==> config.mk <==
export PLATFORM = sky130hd
export DESIGN_NAME = system_clock_source_select
export DESIGN_NICKNAME = d
export VERILOG_FILES = /design/src/verilog/clk_src_pkg.sv /design/src/verilog/edge_divider.sv /design/src/verilog/rate_nco.sv /design/src/verilog/system_clock_source_select.sv
export VERILOG_INCLUDE_DIRS = /design/src /design/src/verilog
export SDC_FILE = /design/constraint.sdc
export NUM_CORES = 1
export LEC_CHECK = 0
export BUFFER_PORTS_ARGS = -buffer_cell sky130_fd_sc_hd__buf_2
export CAP_MARGIN = 20
export CORE_AREA = 2 2 266 268
export DETAILED_ROUTE_END_ITERATION = 12
export DIE_AREA = 0 0 268 270
export PLACE_DENSITY = 0.45
export SLEW_MARGIN = 10
export SYNTH_ARGS = -nofsm -noshare
export SYNTH_HDL_FRONTEND = slang
export SYNTH_HIERARCHICAL = 1
export SYNTH_SLANG_ARGS = --single-unit
==> constraint.sdc <==
create_clock -name CORE_CLK -period 13.4 [get_ports CORE_CLK]
set_input_delay 2.01 -clock CORE_CLK [delete_from_list [all_inputs] [get_ports CORE_CLK]]
set_output_delay 2.01 -clock CORE_CLK [all_outputs]
set_load 0.02 [all_outputs]
==> src/verilog/clk_src_regs.svh <==
// Purpose: Register offsets, field positions and reset values of the clock source selector
// Assumes: Included by its bare name from every file that decodes the registers
// Notes:   Definitions only
`ifndef CLK_SRC_REGS_SVH
`define CLK_SRC_REGS_SVH

// ==========================================================================
// Register offsets
`define OFS_SYSTEM_CONTROL   8'h00
`define OFS_PLL_CONTROL      8'h04
`define OFS_PLL_OUT_DIVIDE   8'h08
`define OFS_CLOCK_STATUS     8'h0C

// ==========================================================================
// Field positions and widths
`define SEL_LSB              0
`define SEL_W                2
`define BYPASS_BIT           0
`define OSC_INTERNAL_BIT     1
`define PRESCALE_LSB         4
`define PRESCALE_W           10
`define PLL_IN_DIV_LSB       16
`define PLL_IN_DIV_W         4
`define PLL_MUL_LSB          20
`define PLL_MUL_W            8
`define PLL_OUT_DIV_LSB      0
`define PLL_OUT_DIV_W        7

// ==========================================================================
// Reset values
`define SYSTEM_CONTROL_RST   32'h0000_0000
`define PLL_CONTROL_RST      32'h0000_0001
`define PLL_OUT_DIVIDE_RST   32'h0000_0000

// ==========================================================================
// Source select codes and limits
`define SEL_WAKEUP           2'h0
`define SEL_PRESCALE_PLL     2'h2
`define SEL_DIRECT           2'h3
`define PRESCALE_MAX         11'h400

`endif

==> src/verilog/clk_src_pkg.sv <==
// Purpose: Types shared by the clock source selector and its helpers
// Assumes: Field widths match clk_src_regs.svh
// Notes:   Types only
`default_nettype none
package clk_src_pkg;

  // ==========================================================================
  // Clock configuration as held by software and as applied
  typedef struct packed {
    logic [1:0] clock_source_select;
    logic       vco_bypass;
    logic       osc_internal;
    logic [9:0] prescale_divide_field;
    logic [3:0] pll_input_divide_field;
    logic [7:0] pll_multiplier_field;
    logic [6:0] pll_output_divide_field;
  } clk_cfg_t;

  // One-cycle edge events of a sampled clock
  typedef struct packed {
    logic rise;
    logic fall;
  } clk_edge_t;

  // Generation mechanism
  typedef enum logic [1:0] {
    MODE_WAKEUP,
    MODE_DIRECT,
    MODE_PRESCALE,
    MODE_PLL
  } clk_mode_t;

endpackage
`default_nettype wire

==> src/verilog/edge_divider.sv <==
// Purpose: Divides an edge stream by a programmable factor of field plus one
// Assumes: Edge events are one-cycle pulses in the core clock domain
// Notes:   Factor one passes source edges straight through
`timescale 1ns/100ps
`default_nettype none
module edge_divider
  import clk_src_pkg::*;
#(
  parameter int WIDTH = 10
) (
  // Clock and reset
  input  wire logic             clk,
  input  wire logic             rst_n,
  // Control
  input  wire logic             restart,
  input  wire logic [WIDTH-1:0] div_m1,
  // Edges
  input  var  clk_edge_t        src,
  output var  clk_edge_t        out
);

  logic [WIDTH-1:0] cnt;
  logic [WIDTH:0]   half;

  // ==========================================================================
  // Fall point at half the factor
  assign half = ({1'b0, div_m1} + {{WIDTH{1'b0}}, 1'b1}) >> 1;

  // Output edges
  always_comb begin
    if (div_m1 == '0) begin
      out = src;
    end else begin
      out.rise = src.rise && (cnt == '0);
      out.fall = src.rise && (cnt == half[WIDTH-1:0]);
    end
  end

  // Source rise counter
  always_ff @(posedge clk) begin
    if (!rst_n || restart) begin
      cnt <= '0;
    end else if (src.rise) begin
      cnt <= (cnt == div_m1) ? '0 : cnt + {{(WIDTH-1){1'b0}}, 1'b1};
    end
  end

endmodule
`default_nettype wire

==> src/verilog/rate_nco.sv <==
// Purpose: Frequency synthesiser locked to a sampled input clock, rate N over P times K2
// Assumes: Input rises are one-cycle pulses; output rate stays below half the core clock
// Notes:   Input period is measured in core cycles and refreshed at every input rise
`timescale 1ns/100ps
`default_nettype none
module rate_nco
  import clk_src_pkg::*;
#(
  parameter int PW = 16
) (
  // Clock and reset
  input  wire logic       clk,
  input  wire logic       rst_n,
  // Control
  input  wire logic       restart,
  input  wire logic [7:0] n_m1,
  input  wire logic [3:0] p_m1,
  input  wire logic [6:0] k2_m1,
  // Edges
  input  wire logic       src_rise,
  output var  clk_edge_t  out
);

  logic [PW-1:0]   period_cnt;
  logic [PW-1:0]   period;
  logic [PW+12:0]  thr;
  logic [PW+13:0]  acc;
  logic [PW+13:0]  sum;
  logic [PW+13:0]  rem;
  logic            wrap;
  logic            phase;

  // ==========================================================================
  // Threshold P*K2*period and increment 2*N per core cycle
  assign thr  = (PW+13)'({1'b0, p_m1} + 5'h01) * (PW+13)'({1'b0, k2_m1} + 8'h01)
              * (PW+13)'(period);
  assign sum  = acc + (PW+14)'({1'b0, n_m1} + 9'h001) * (PW+14)'(2);
  assign wrap = (period != '0) && (sum >= {1'b0, thr});
  assign rem  = sum - {1'b0, thr};

  // Output edges on each half-period wrap
  always_comb begin
    out.rise = wrap && !phase;
    out.fall = wrap && phase;
  end

  // Input period measurement
  always_ff @(posedge clk) begin
    if (!rst_n) begin
      period_cnt <= '0;
      period     <= '0;
    end else if (src_rise) begin
      period_cnt <= '0;
      period     <= period_cnt + {{(PW-1){1'b0}}, 1'b1};
    end else if (period_cnt != '1) begin
      period_cnt <= period_cnt + {{(PW-1){1'b0}}, 1'b1};
    end
  end

  // Phase accumulator
  always_ff @(posedge clk) begin
    if (!rst_n || restart || period == '0) begin
      acc   <= '0;
      phase <= 1'b0;
    end else if (wrap) begin
      acc   <= (rem >= {1'b0, thr}) ? '0 : rem;
      phase <= !phase;
    end else begin
      acc <= sum;
    end
  end
endmodule
`default_nettype wire

==> src/verilog/system_clock_source_select.sv <==
// Purpose: Selects and divides the source of the system clock
// Assumes: All clock inputs are sampled levels synchronous to CORE_CLK
// Notes:   New settings take effect only while the system clock is low
//
// Summary of operation
// - Select 11: system clock follows external input
// - Select 10, bypass 1: oscillator over prescaler
// - Prescaler from crystal or internal; factor field+1
// - Factor one passes oscillator clock undivided
// - Largest prescale factor is 1024
// - Crystal bypass, factor one equals direct drive
// - One selected clock drives all logic
// - Select 10, bypass 0: PLL supplies clock
// - PLL factor N over P times K2
// - Select 00: wakeup clock drives system clock
//
// Design decisions made here: the address-and-strobe port and the address map.
`timescale 1ns/100ps
`default_nettype none
`include "clk_src_regs.svh"
module system_clock_source_select
  import clk_src_pkg::*;
(
  // Clock and reset
  input  wire logic        CORE_CLK,
  input  wire logic        RST_N,
  // Register port
  input  wire logic [7:0]  ADDR,
  input  wire logic [31:0] WR_DATA,
  input  wire logic        WR_EN,
  input  wire logic        RD_EN,
  output logic      [31:0] RD_DATA,
  // Raw clock sources
  input  wire logic        EXT_CLOCK_INPUT,
  input  wire logic        CRYSTAL_INPUT,
  input  wire logic        INTERNAL_CLOCK,
  input  wire logic        WAKEUP_CLOCK,
  // System clock
  output logic             SYS_CLK
);

  clk_cfg_t   req;
  clk_cfg_t   act;
  clk_mode_t  act_mode;
  logic       pending;
  logic       adopt;
  logic       armed;
  logic       ext_q;
  logic       xtal_q;
  logic       int_q;
  logic       wu_q;
  logic       osc_raw;
  logic       osc_q;
  clk_edge_t  ext_e;
  clk_edge_t  osc_e;
  clk_edge_t  wu_e;
  clk_edge_t  div_e;
  clk_edge_t  nco_e;
  clk_edge_t  sel_e;
  logic       arm_fall;
  logic [31:0] rd_value;

  // Reset configuration, identical for requested and applied settings
  localparam logic [31:0] sys_ctrl_rst = `SYSTEM_CONTROL_RST;
  localparam logic [31:0] pll_ctrl_rst = `PLL_CONTROL_RST;
  localparam logic [31:0] out_div_rst  = `PLL_OUT_DIVIDE_RST;
  localparam clk_cfg_t    cfg_rst      = '{
    clock_source_select:     sys_ctrl_rst[`SEL_LSB +: `SEL_W],
    vco_bypass:              pll_ctrl_rst[`BYPASS_BIT],
    osc_internal:            pll_ctrl_rst[`OSC_INTERNAL_BIT],
    prescale_divide_field:   pll_ctrl_rst[`PRESCALE_LSB +: `PRESCALE_W],
    pll_input_divide_field:  pll_ctrl_rst[`PLL_IN_DIV_LSB +: `PLL_IN_DIV_W],
    pll_multiplier_field:    pll_ctrl_rst[`PLL_MUL_LSB +: `PLL_MUL_W],
    pll_output_divide_field: out_div_rst[`PLL_OUT_DIV_LSB +: `PLL_OUT_DIV_W]
  };

  // ==========================================================================
  // Source sampling
  always_ff @(posedge CORE_CLK) begin
    if (!RST_N) begin
      ext_q  <= 1'b0;
      xtal_q <= 1'b0;
      int_q  <= 1'b0;
      wu_q   <= 1'b0;
    end else begin
      ext_q  <= EXT_CLOCK_INPUT;
      xtal_q <= CRYSTAL_INPUT;
      int_q  <= INTERNAL_CLOCK;
      wu_q   <= WAKEUP_CLOCK;
    end
  end

  // Oscillator from crystal or internal source
  assign osc_raw = act.osc_internal ? INTERNAL_CLOCK : CRYSTAL_INPUT;
  assign osc_q   = act.osc_internal ? int_q : xtal_q;

  // Edge events
  always_comb begin
    ext_e.rise = EXT_CLOCK_INPUT && !ext_q;
    ext_e.fall = !EXT_CLOCK_INPUT && ext_q;
    osc_e.rise = osc_raw && !osc_q;
    osc_e.fall = !osc_raw && osc_q;
    wu_e.rise  = WAKEUP_CLOCK && !wu_q;
    wu_e.fall  = !WAKEUP_CLOCK && wu_q;
  end

  // ==========================================================================
  // Mode decode
  always_comb begin
    if (act.clock_source_select == `SEL_DIRECT) begin
      act_mode = MODE_DIRECT;
    end else if (act.clock_source_select == `SEL_PRESCALE_PLL && act.vco_bypass) begin
      act_mode = MODE_PRESCALE;
    end else if (act.clock_source_select == `SEL_PRESCALE_PLL) begin
      act_mode = MODE_PLL;
    end else begin
      act_mode = MODE_WAKEUP;
    end
  end

  // Prescaler, factor field plus one, at most 1024
  edge_divider #(
    .WIDTH (`PRESCALE_W)
  ) u_prescaler (
    .clk     (CORE_CLK),
    .rst_n   (RST_N),
    .restart (!armed),
    .div_m1  (act.prescale_divide_field),
    .src     (osc_e),
    .out     (div_e)
  );

  // Synthesiser locked to the oscillator
  rate_nco #(
    .PW (16)
  ) u_pll (
    .clk      (CORE_CLK),
    .rst_n    (RST_N),
    .restart  (!armed),
    .n_m1     (act.pll_multiplier_field),
    .p_m1     (act.pll_input_divide_field),
    .k2_m1    (act.pll_output_divide_field),
    .src_rise (osc_e.rise),
    .out      (nco_e)
  );

  // Selected edge stream and its arming edge
  always_comb begin
    case (act_mode)
      MODE_DIRECT: begin
        sel_e    = ext_e;
        arm_fall = ext_e.fall;
      end
      MODE_PRESCALE: begin
        sel_e    = div_e;
        arm_fall = osc_e.fall;
      end
      MODE_PLL: begin
        sel_e    = nco_e;
        arm_fall = osc_e.fall;
      end
      default: begin
        sel_e    = wu_e;
        arm_fall = wu_e.fall;
      end
    endcase
  end

  // ==========================================================================
  // Glitch-free switching: adopt only while low, then wait for a source fall
  assign pending = (req != act);
  assign adopt   = pending && !SYS_CLK;

  always_ff @(posedge CORE_CLK) begin
    if (!RST_N) begin
      act <= cfg_rst;
    end else if (adopt) begin
      act <= req;
    end
  end

  always_ff @(posedge CORE_CLK) begin
    if (!RST_N || adopt) begin
      armed <= 1'b0;
    end else if (arm_fall) begin
      armed <= 1'b1;
    end
  end

  // System clock output
  always_ff @(posedge CORE_CLK) begin
    if (!RST_N || adopt) begin
      SYS_CLK <= 1'b0;
    end else if (armed && sel_e.rise) begin
      SYS_CLK <= 1'b1;
    end else if (sel_e.fall) begin
      SYS_CLK <= 1'b0;
    end
  end

  // ==========================================================================
  // Register writes
  always_ff @(posedge CORE_CLK) begin
    if (!RST_N) begin
      req <= cfg_rst;
    end else if (WR_EN) begin
      if (ADDR == `OFS_SYSTEM_CONTROL) begin
        req.clock_source_select <= WR_DATA[`SEL_LSB +: `SEL_W];
      end else if (ADDR == `OFS_PLL_CONTROL) begin
        req.vco_bypass             <= WR_DATA[`BYPASS_BIT];
        req.osc_internal           <= WR_DATA[`OSC_INTERNAL_BIT];
        req.prescale_divide_field  <= WR_DATA[`PRESCALE_LSB +: `PRESCALE_W];
        req.pll_input_divide_field <= WR_DATA[`PLL_IN_DIV_LSB +: `PLL_IN_DIV_W];
        req.pll_multiplier_field   <= WR_DATA[`PLL_MUL_LSB +: `PLL_MUL_W];
      end else if (ADDR == `OFS_PLL_OUT_DIVIDE) begin
        req.pll_output_divide_field <= WR_DATA[`PLL_OUT_DIV_LSB +: `PLL_OUT_DIV_W];
      end
    end
  end

  // Read decode
  always_comb begin
    rd_value = 32'h0000_0000;
    if (ADDR == `OFS_SYSTEM_CONTROL) begin
      rd_value[`SEL_LSB +: `SEL_W] = req.clock_source_select;
    end else if (ADDR == `OFS_PLL_CONTROL) begin
      rd_value[`BYPASS_BIT]             = req.vco_bypass;
      rd_value[`OSC_INTERNAL_BIT]       = req.osc_internal;
      rd_value[`PRESCALE_LSB +: `PRESCALE_W]     = req.prescale_divide_field;
      rd_value[`PLL_IN_DIV_LSB +: `PLL_IN_DIV_W] = req.pll_input_divide_field;
      rd_value[`PLL_MUL_LSB +: `PLL_MUL_W]       = req.pll_multiplier_field;
    end else if (ADDR == `OFS_PLL_OUT_DIVIDE) begin
      rd_value[`PLL_OUT_DIV_LSB +: `PLL_OUT_DIV_W] = req.pll_output_divide_field;
    end else if (ADDR == `OFS_CLOCK_STATUS) begin
      rd_value[1:0] = act.clock_source_select;
      rd_value[2]   = act.vco_bypass;
      rd_value[3]   = act.osc_internal;
      rd_value[4]   = pending;
      rd_value[5]   = armed;
      rd_value[6]   = SYS_CLK;
    end
  end

  // Read data for one cycle
  always_ff @(posedge CORE_CLK) begin
    if (!RST_N || !RD_EN) begin
      RD_DATA <= 32'h0000_0000;
    end else begin
      RD_DATA <= rd_value;
    end
  end

  // ==========================================================================
  // Checks
  logic        seen;
  logic [10:0] src_cnt;

  // Oscillator rises per prescaled period
  always_ff @(posedge CORE_CLK) begin
    if (!RST_N || !armed || act_mode != MODE_PRESCALE) begin
      seen    <= 1'b0;
      src_cnt <= 11'h000;
    end else if (div_e.rise) begin
      seen    <= 1'b1;
      src_cnt <= 11'h001;
    end else if (osc_e.rise) begin
      src_cnt <= src_cnt + 11'h001;
    end
  end
endmodule
`default_nettype wire

Word level (Yosys, flattened, before mapping)
Index checks and enable logic that the tools add are counted.
{ "classes": {"magnitude_cmp": 2, "n_addsub": 8, "n_mux": 18, "n_reduce_logical": 43, "mul": 2, "n_eq_ne": 12, "bitwise_logic": 3} }
{ "op_table": {"columns": ["cell", "count"], "rows": [
  ["$ge 30x29->1", 2],
  ["$mux 30", 2],
  ["$ne 33x33->1", 1],
  ["$add 30x30->30", 1],
  ["$sub 30x29->30", 1],
  ["$mul 29x16->29", 1],
  ["$mul 29x29->29", 1],
  ["$eq 10x10->1", 2],
  ["$logic_not 10->1", 2],
  ["$add 16x1->16 const B", 1],
  ["$eq 8x4->1 const B", 2],
  ["$logic_not 16->1", 1],
  ["$ne 16x16->1 const B", 1],
  ["$reduce_bool 16->1", 1],
  ["$logic_and 1x1->1", 14],
  ["$mux 7", 2],
  ["$mux 2", 6],
  ["$add 10x1->11 const B", 1],
  ["$logic_not 1->1", 11],
  ["$add 10x1->10 const B", 1],
  ["$mux 10", 1],
  ["$add 8x1->9 const B", 1],
  ["$add 7x1->8 const B", 1],
  ["$eq 2x2->1 const B", 4],
  ["other kinds (16)", 27]
]} }
{ "totals": {"in_bits": 48, "regBits": 177, "out_inout_bits": 33, "word_cells": 118} }

Logic depth before layout (Yosys ltp)
{ "logic_depth": {"ltp_word": 9, "ltp_mapped": 64, "ltp_nobuf": 61} }

Modules after synthesis
The synthesis kept the hierarchy.
{ "modules_own_cells": {"columns": ["module", "instances", "cells_each", "seq_area_each_um2", "area_per_inst_um2"], "rows": [
  ["rate_nco", 1, 1607, 1261.2, 13344.0],
  ["system_clock_source_select", 1, 575, 1961.9, 4858.4],
  ["edge_divider", 1, 128, 200.2, 1021.0]
]} }

Worst setup path after synthesis
No wires, ideal clock.
{ "synth_path": {"kind": "reg2reg", "start": "register act[15] in the netlist's numbering", "end": "register u_pll.acc[13]", "path_stages_with_launch": 62, "path_buffers": 3, "path_slack_ps": 264, "period_less_slack_ps": 13136, "arrival_time_ps": 13061, "t_required_ps": 13325, "setup_ps": 75, "path_cell_list": "dfxtp_1 -> clkbuf_1 -> nand3_1 -> xor2_1 -> nor2_1 -> fa_1 -> fa_1 -> fa_1 -> ha_1 -> a21oi_1 -> o21ai_0 -> a21oi_1 -> o21bai_1 -> a21oi_1 -> nor2_1 -> o21ai_0 -> nand2b_1 -> a21oi_1 -> [... 26 more ...] -> nor2_1 -> a31o_2 -> a21oi_1 -> xor2_1 -> inv_1 -> ha_1 -> o21a_1 -> o21ai_0 -> nand2b_1 -> nand2_1 -> nor2_1 -> a22oi_1 -> o31ai_1 -> nor4bb_1 -> and3_1 -> nand4b_2 -> buf_2 -> o22ai_1"} }
{ "synth_between": {"elab_chain_len": 7, "elab_cells_between_ends": 9, "classes_between": "add/sub: 2; mul: 2; order compare: 2; mux: 2; reduce/logical: 1"} }
{ "synth_rtl": {"columns": ["element", "line_no", "text"], "rows": [
  ["from (decl)", "system_clock_source_select.sv:43", "clk_cfg_t act;"],
  ["from (signal assigned)", "system_clock_source_select.sv:176", "act <= cfg_rst;"],
  ["from (signal assigned)", "system_clock_source_select.sv:178", "act <= req;"],
  ["$add 4x1->5 *", "rate_nco.sv:35", "assign thr = (PW+13)'({1'b0, p_m1} + 5'h01) * (PW+13)'({1'b0, k2_m1} + 8'h01)"],
  ["$mul 29x29->29 *", "rate_nco.sv:35", null],
  ["$mul 29x16->29 *", "rate_nco.sv:36", "* (PW+13)'(period);"],
  ["$sub 30x29->30", "rate_nco.sv:39", "assign rem = sum - {1'b0, thr};"],
  ["$ge 30x29->1", "rate_nco.sv:66", "acc <= (rem >= {1'b0, thr}) ? '0 : rem;"],
  ["$mux 30", "rate_nco.sv:66", null],
  ["$mux 30 *", "rate_nco.sv:65", "end else if (wrap) begin"],
  ["to (signal assigned)", "rate_nco.sv:66", null],
  ["to (signal assigned)", "rate_nco.sv:69", "acc <= sum;"],
  ["to (decl)", "rate_nco.sv:27", "logic [PW+13:0] acc;"]
]} }
Every way passes the cells marked *; elsewhere a longest branch is shown, timed or not.
A chain may end at the register's enable or synchronous reset.

Final worst setup path
{ "layout_path": {"start": "register act[15] in the netlist's numbering", "end": "register u_pll.acc[1]"} }
Same word-level chain as after synthesis.

==> impl_metrics.json <==
{
  "syn2layout_area_growth_pct": 16.8,
  "nFillCells": 7298,
  "startpoint": "act[15]$_SDFFE_PN0P_",
  "syn_inst": 2310,
  "clkSlewWorstSetupHoldPaths_ns": 0.09,
  "drive_gt1_share_pct": 14.3,
  "hold_viol": 0,
  "cts-htree-levels": 4,
  "port_buffers": 68,
  "ys_ff_latch": 171,
  "syn_area_per_cell_um2": 8.32,
  "rrSetupSlack_ns": 0.57,
  "start_util_pct": 27.6,
  "tns_ns": 0,
  "power.density_nw_per_um2": 58.7,
  "cpMaxStageDelayCell": "fa_1",
  "antenna_cells": 0,
  "gp_congestion": 0.838,
  "fmax_mhz": 77.9,
  "use_met1_pct": 20.2,
  "die_w_um": 268,
  "place_ws_ns": -0.0264,
  "drt_first_pass_iters": 5,
  "synth_cell_types": 85,
  "maxCapViolCount": 0,
  "outcome": "complete, no violations",
  "setup_viol_count_final": 0,
  "via_per_inst": 4.81,
  "synth-edff-count": 0,
  "root_buffer": "clkbuf_16",
  "wirelength_um": 54500,
  "die_h_um": 270,
  "crit_end": "u_pll/acc[1]$_SDFF_PP0_",
  "dieArea_um2": 72400,
  "met3_usage_pct": 1.96,
  "r2r_cells": 60,
  "ir_worst_vdd_mv": 0.0956,
  "grtUsageMet2_pct": 24.9,
  "post-route-cell-area_um2": 22400,
  "cp_max_fo": 8,
  "synth.top_cell.area_share_pct": 18.1,
  "antenna_found_initial": 0,
  "async_flop_share_pct": 0,
  "synth_area_leaders": "fa_1 (18%), dfxtp_1 (18%), ha_1 (11%)",
  "yosysSeqAreaShare_pct": 17.8,
  "yosysWarnings": 6,
  "slew_violations": 0,
  "io_pins": 81,
  "cts_buffers": 17,
  "post-route-period-util_pct": 95.8,
  "placed_area_um2": 21000,
  "cts_tree": "built",
  "required_ns": 13.81,
  "skew_ns": 0.0226,
  "drc": 0,
  "grt_max_degree": 77,
  "fp-row-count": 97,
  "drtIter0Drc": 881,
  "grt_pass1_vias": 15997,
  "grt_use_total_pct": 15.0,
  "grt_busiest_layer": "met2",
  "grt-ovfl-total": 0,
  "critPathKind": "flip-flop to flip-flop",
  "end_kind": "flip-flop",
  "fin_ws_ns": 0.566,
  "p_leak_nw": 10.4,
  "worst_path_largest_cell_delay_ns": 0.55,
  "worstReg2RegStart": "act[15]$_SDFFE_PN0P_",
  "clock-sinks": 171,
  "rr_endpoint": "u_pll/acc[1]$_SDFF_PP0_",
  "cpMostUsedCell": "fa_1",
  "hp-class": "flip-flop to flip-flop",
  "drt-wirelength-per-cell_um": 16.3,
  "final_common_cell": "inv_1",
  "synth.cell_area_um2": 19200,
  "ys.flop_type": "dfxtp_1",
  "worstMarginPinSlew_ns": 1.02,
  "final_cell_mix": "inv_1 (291), nand2_1 (250), fa_1 (173)",
  "via_count": 16145,
  "cts.path.max_buffers": 2,
  "nets": 2790,
  "hold-worst-slack_ns": 0.500,
  "cp_data_arrival_time_ns": 13.24,
  "cp-start-kind": "flip-flop",
  "hpwl_um": 41700,
  "hold_buffers": 0,
  "synth_top_area_cell": "fa_1",
  "grt_pass1_wl_um": 86900,
  "core-area_um2": 69500,
  "max_slew_margin_pct": 32.3,
  "period_minus_slack_ns": 12.83,
  "postRouteAntennaNets": 0,
  "clk_latency_ns": 0.50
}
==> metrics by stage <==
step,power (mW),std cells,utilization [%]
after floorplan,0.693,2315,-
after global placement,0.767,3307,30.2
after detailed placement,0.770,3308,30.3
after CTS,1.33,3340,31.2
after global routing,1.38,3355,32.3
final,1.32,3355,32.3
==> metal layers <==
| layer | wire length, um | vias to the layer above |
|---|---|---|
| met5 | 0 | - |
| met4 | 1140 | 0 |
| met3 | 1420 | 48 |
| met2 | 25900 | 255 |
| met1 | 26000 | 7920 |
| li1 | - | 7922 |
==> where the power goes <==
group	switching, mW	internal, mW
registers	0.0166	0.513
clock network	0.285	0.261
logic	0.141	0.102
==> sequential cells by signal, indices dropped and copies added, names as in the netlist <==
signal,count
RD_DATA,26
SYS_CLK,1
act,33
armed,1
ext_q,1
int_q,1
req,33
u_pll/acc,30
u_pll/period,16
u_pll/period_cnt,16
u_pll/phase,1
u_prescaler/cnt,10
wu_q,1
xtal_q,1
==> logic make-up (layout without fill, tap and decap cells) <==
logic type	Yosys count	after routing	share of synthesized area (%)
AND/OR/NAND/NOR	805	805	21.6
buffers and inverters	409	509	8.49
AO/OA/AOI/OAI	382	382	13.8
adder cells (fa/ha/maj)	342	342	29.0
XOR/XNOR	179	179	8.16
flip-flops	171	171	17.8
multiplexers	20	20	1.07
other	2	7	0.0391
==> worst min-delay path by stage <==
stage / from / to / slack [ns] / depth (start not counted)
2_1_floorplan: req[26]$_SDFFE_PN0P_ / req[26]$_SDFFE_PN0P_ / 0.46 / 2
3_3_place_gp: u_pll/acc[0]$_SDFFE_PP0P_ / u_pll/acc[0]$_SDFFE_PP0P_ / 0.47 / 2
3_5_place_dp: u_pll/acc[0]$_SDFFE_PP0P_ / u_pll/acc[0]$_SDFFE_PP0P_ / 0.49 / 2
4_1_cts: u_pll/acc[0]$_SDFFE_PP0P_ / u_pll/acc[0]$_SDFFE_PP0P_ / 0.50 / 2
5_1_grt: req[12]$_SDFFE_PN0P_ / req[12]$_SDFFE_PN0P_ / 0.53 / 2
6_report: req[11]$_SDFFE_PN0P_ / req[11]$_SDFFE_PN0P_ / 0.50 / 2
==> what timing repair did <==
action,4_1_cts,5_1_grt
endpoints found under the setup margin,28,30
resized for setup,4,120
cloned,0,4
buffers inserted,0,11
pin swaps,3,73
==> area by class of cell <==
type / instances / area, um2 / area share (%)
Tap cell: 940 / 1180 / 5.24
Timing Repair Buffer: 185 / 1310 / 5.81
Inverter: 292 / 1100 / 4.88
Multi-Input combinational cell: 1735 / 14800 / 65.9
Sequential cell: 171 / 3440 / 15.3
Clock inverter: 15 / 219 / 0.975
Clock buffer: 17 / 425 / 1.90
==> synth_stat cells, drive strengths merged, types with 6 or more instances <==
cell	n
a211oi	7
a21boi	25
a21o	35
a21oi	89
a22oi	7
a31oi	6
a32oi	31
and2	116
and3	53
and4	7
buf	26
clkbuf	90
dfxtp	171
fa	174
ha	166
inv	292
mux2i	15
nand2	254
nand2b	31
nand3	87
nand4	33
nand4b	6
nor2	106
nor2b	31
nor3	13
nor4	15
o211a	15
o211ai	11
o21a	9
o21ai	62
o21bai	15
o22ai	27
o31ai	7
or3	6
or4	31
xnor2	102
xor2	77
==> worst max-delay path: cells and delay by family, from the launching register on <==
kind	cells	cell delay [ns]
and+or+nand+nor	15	1.92
buffers and inverters	7	0.88
DFF	1	0.37
AOI/OAI and AO/OA	20	3.19
adders and majority gates	14	5.83
xor gates and xnor gates	4	0.55
Note: power is estimated with default switching activity, not from simulation.
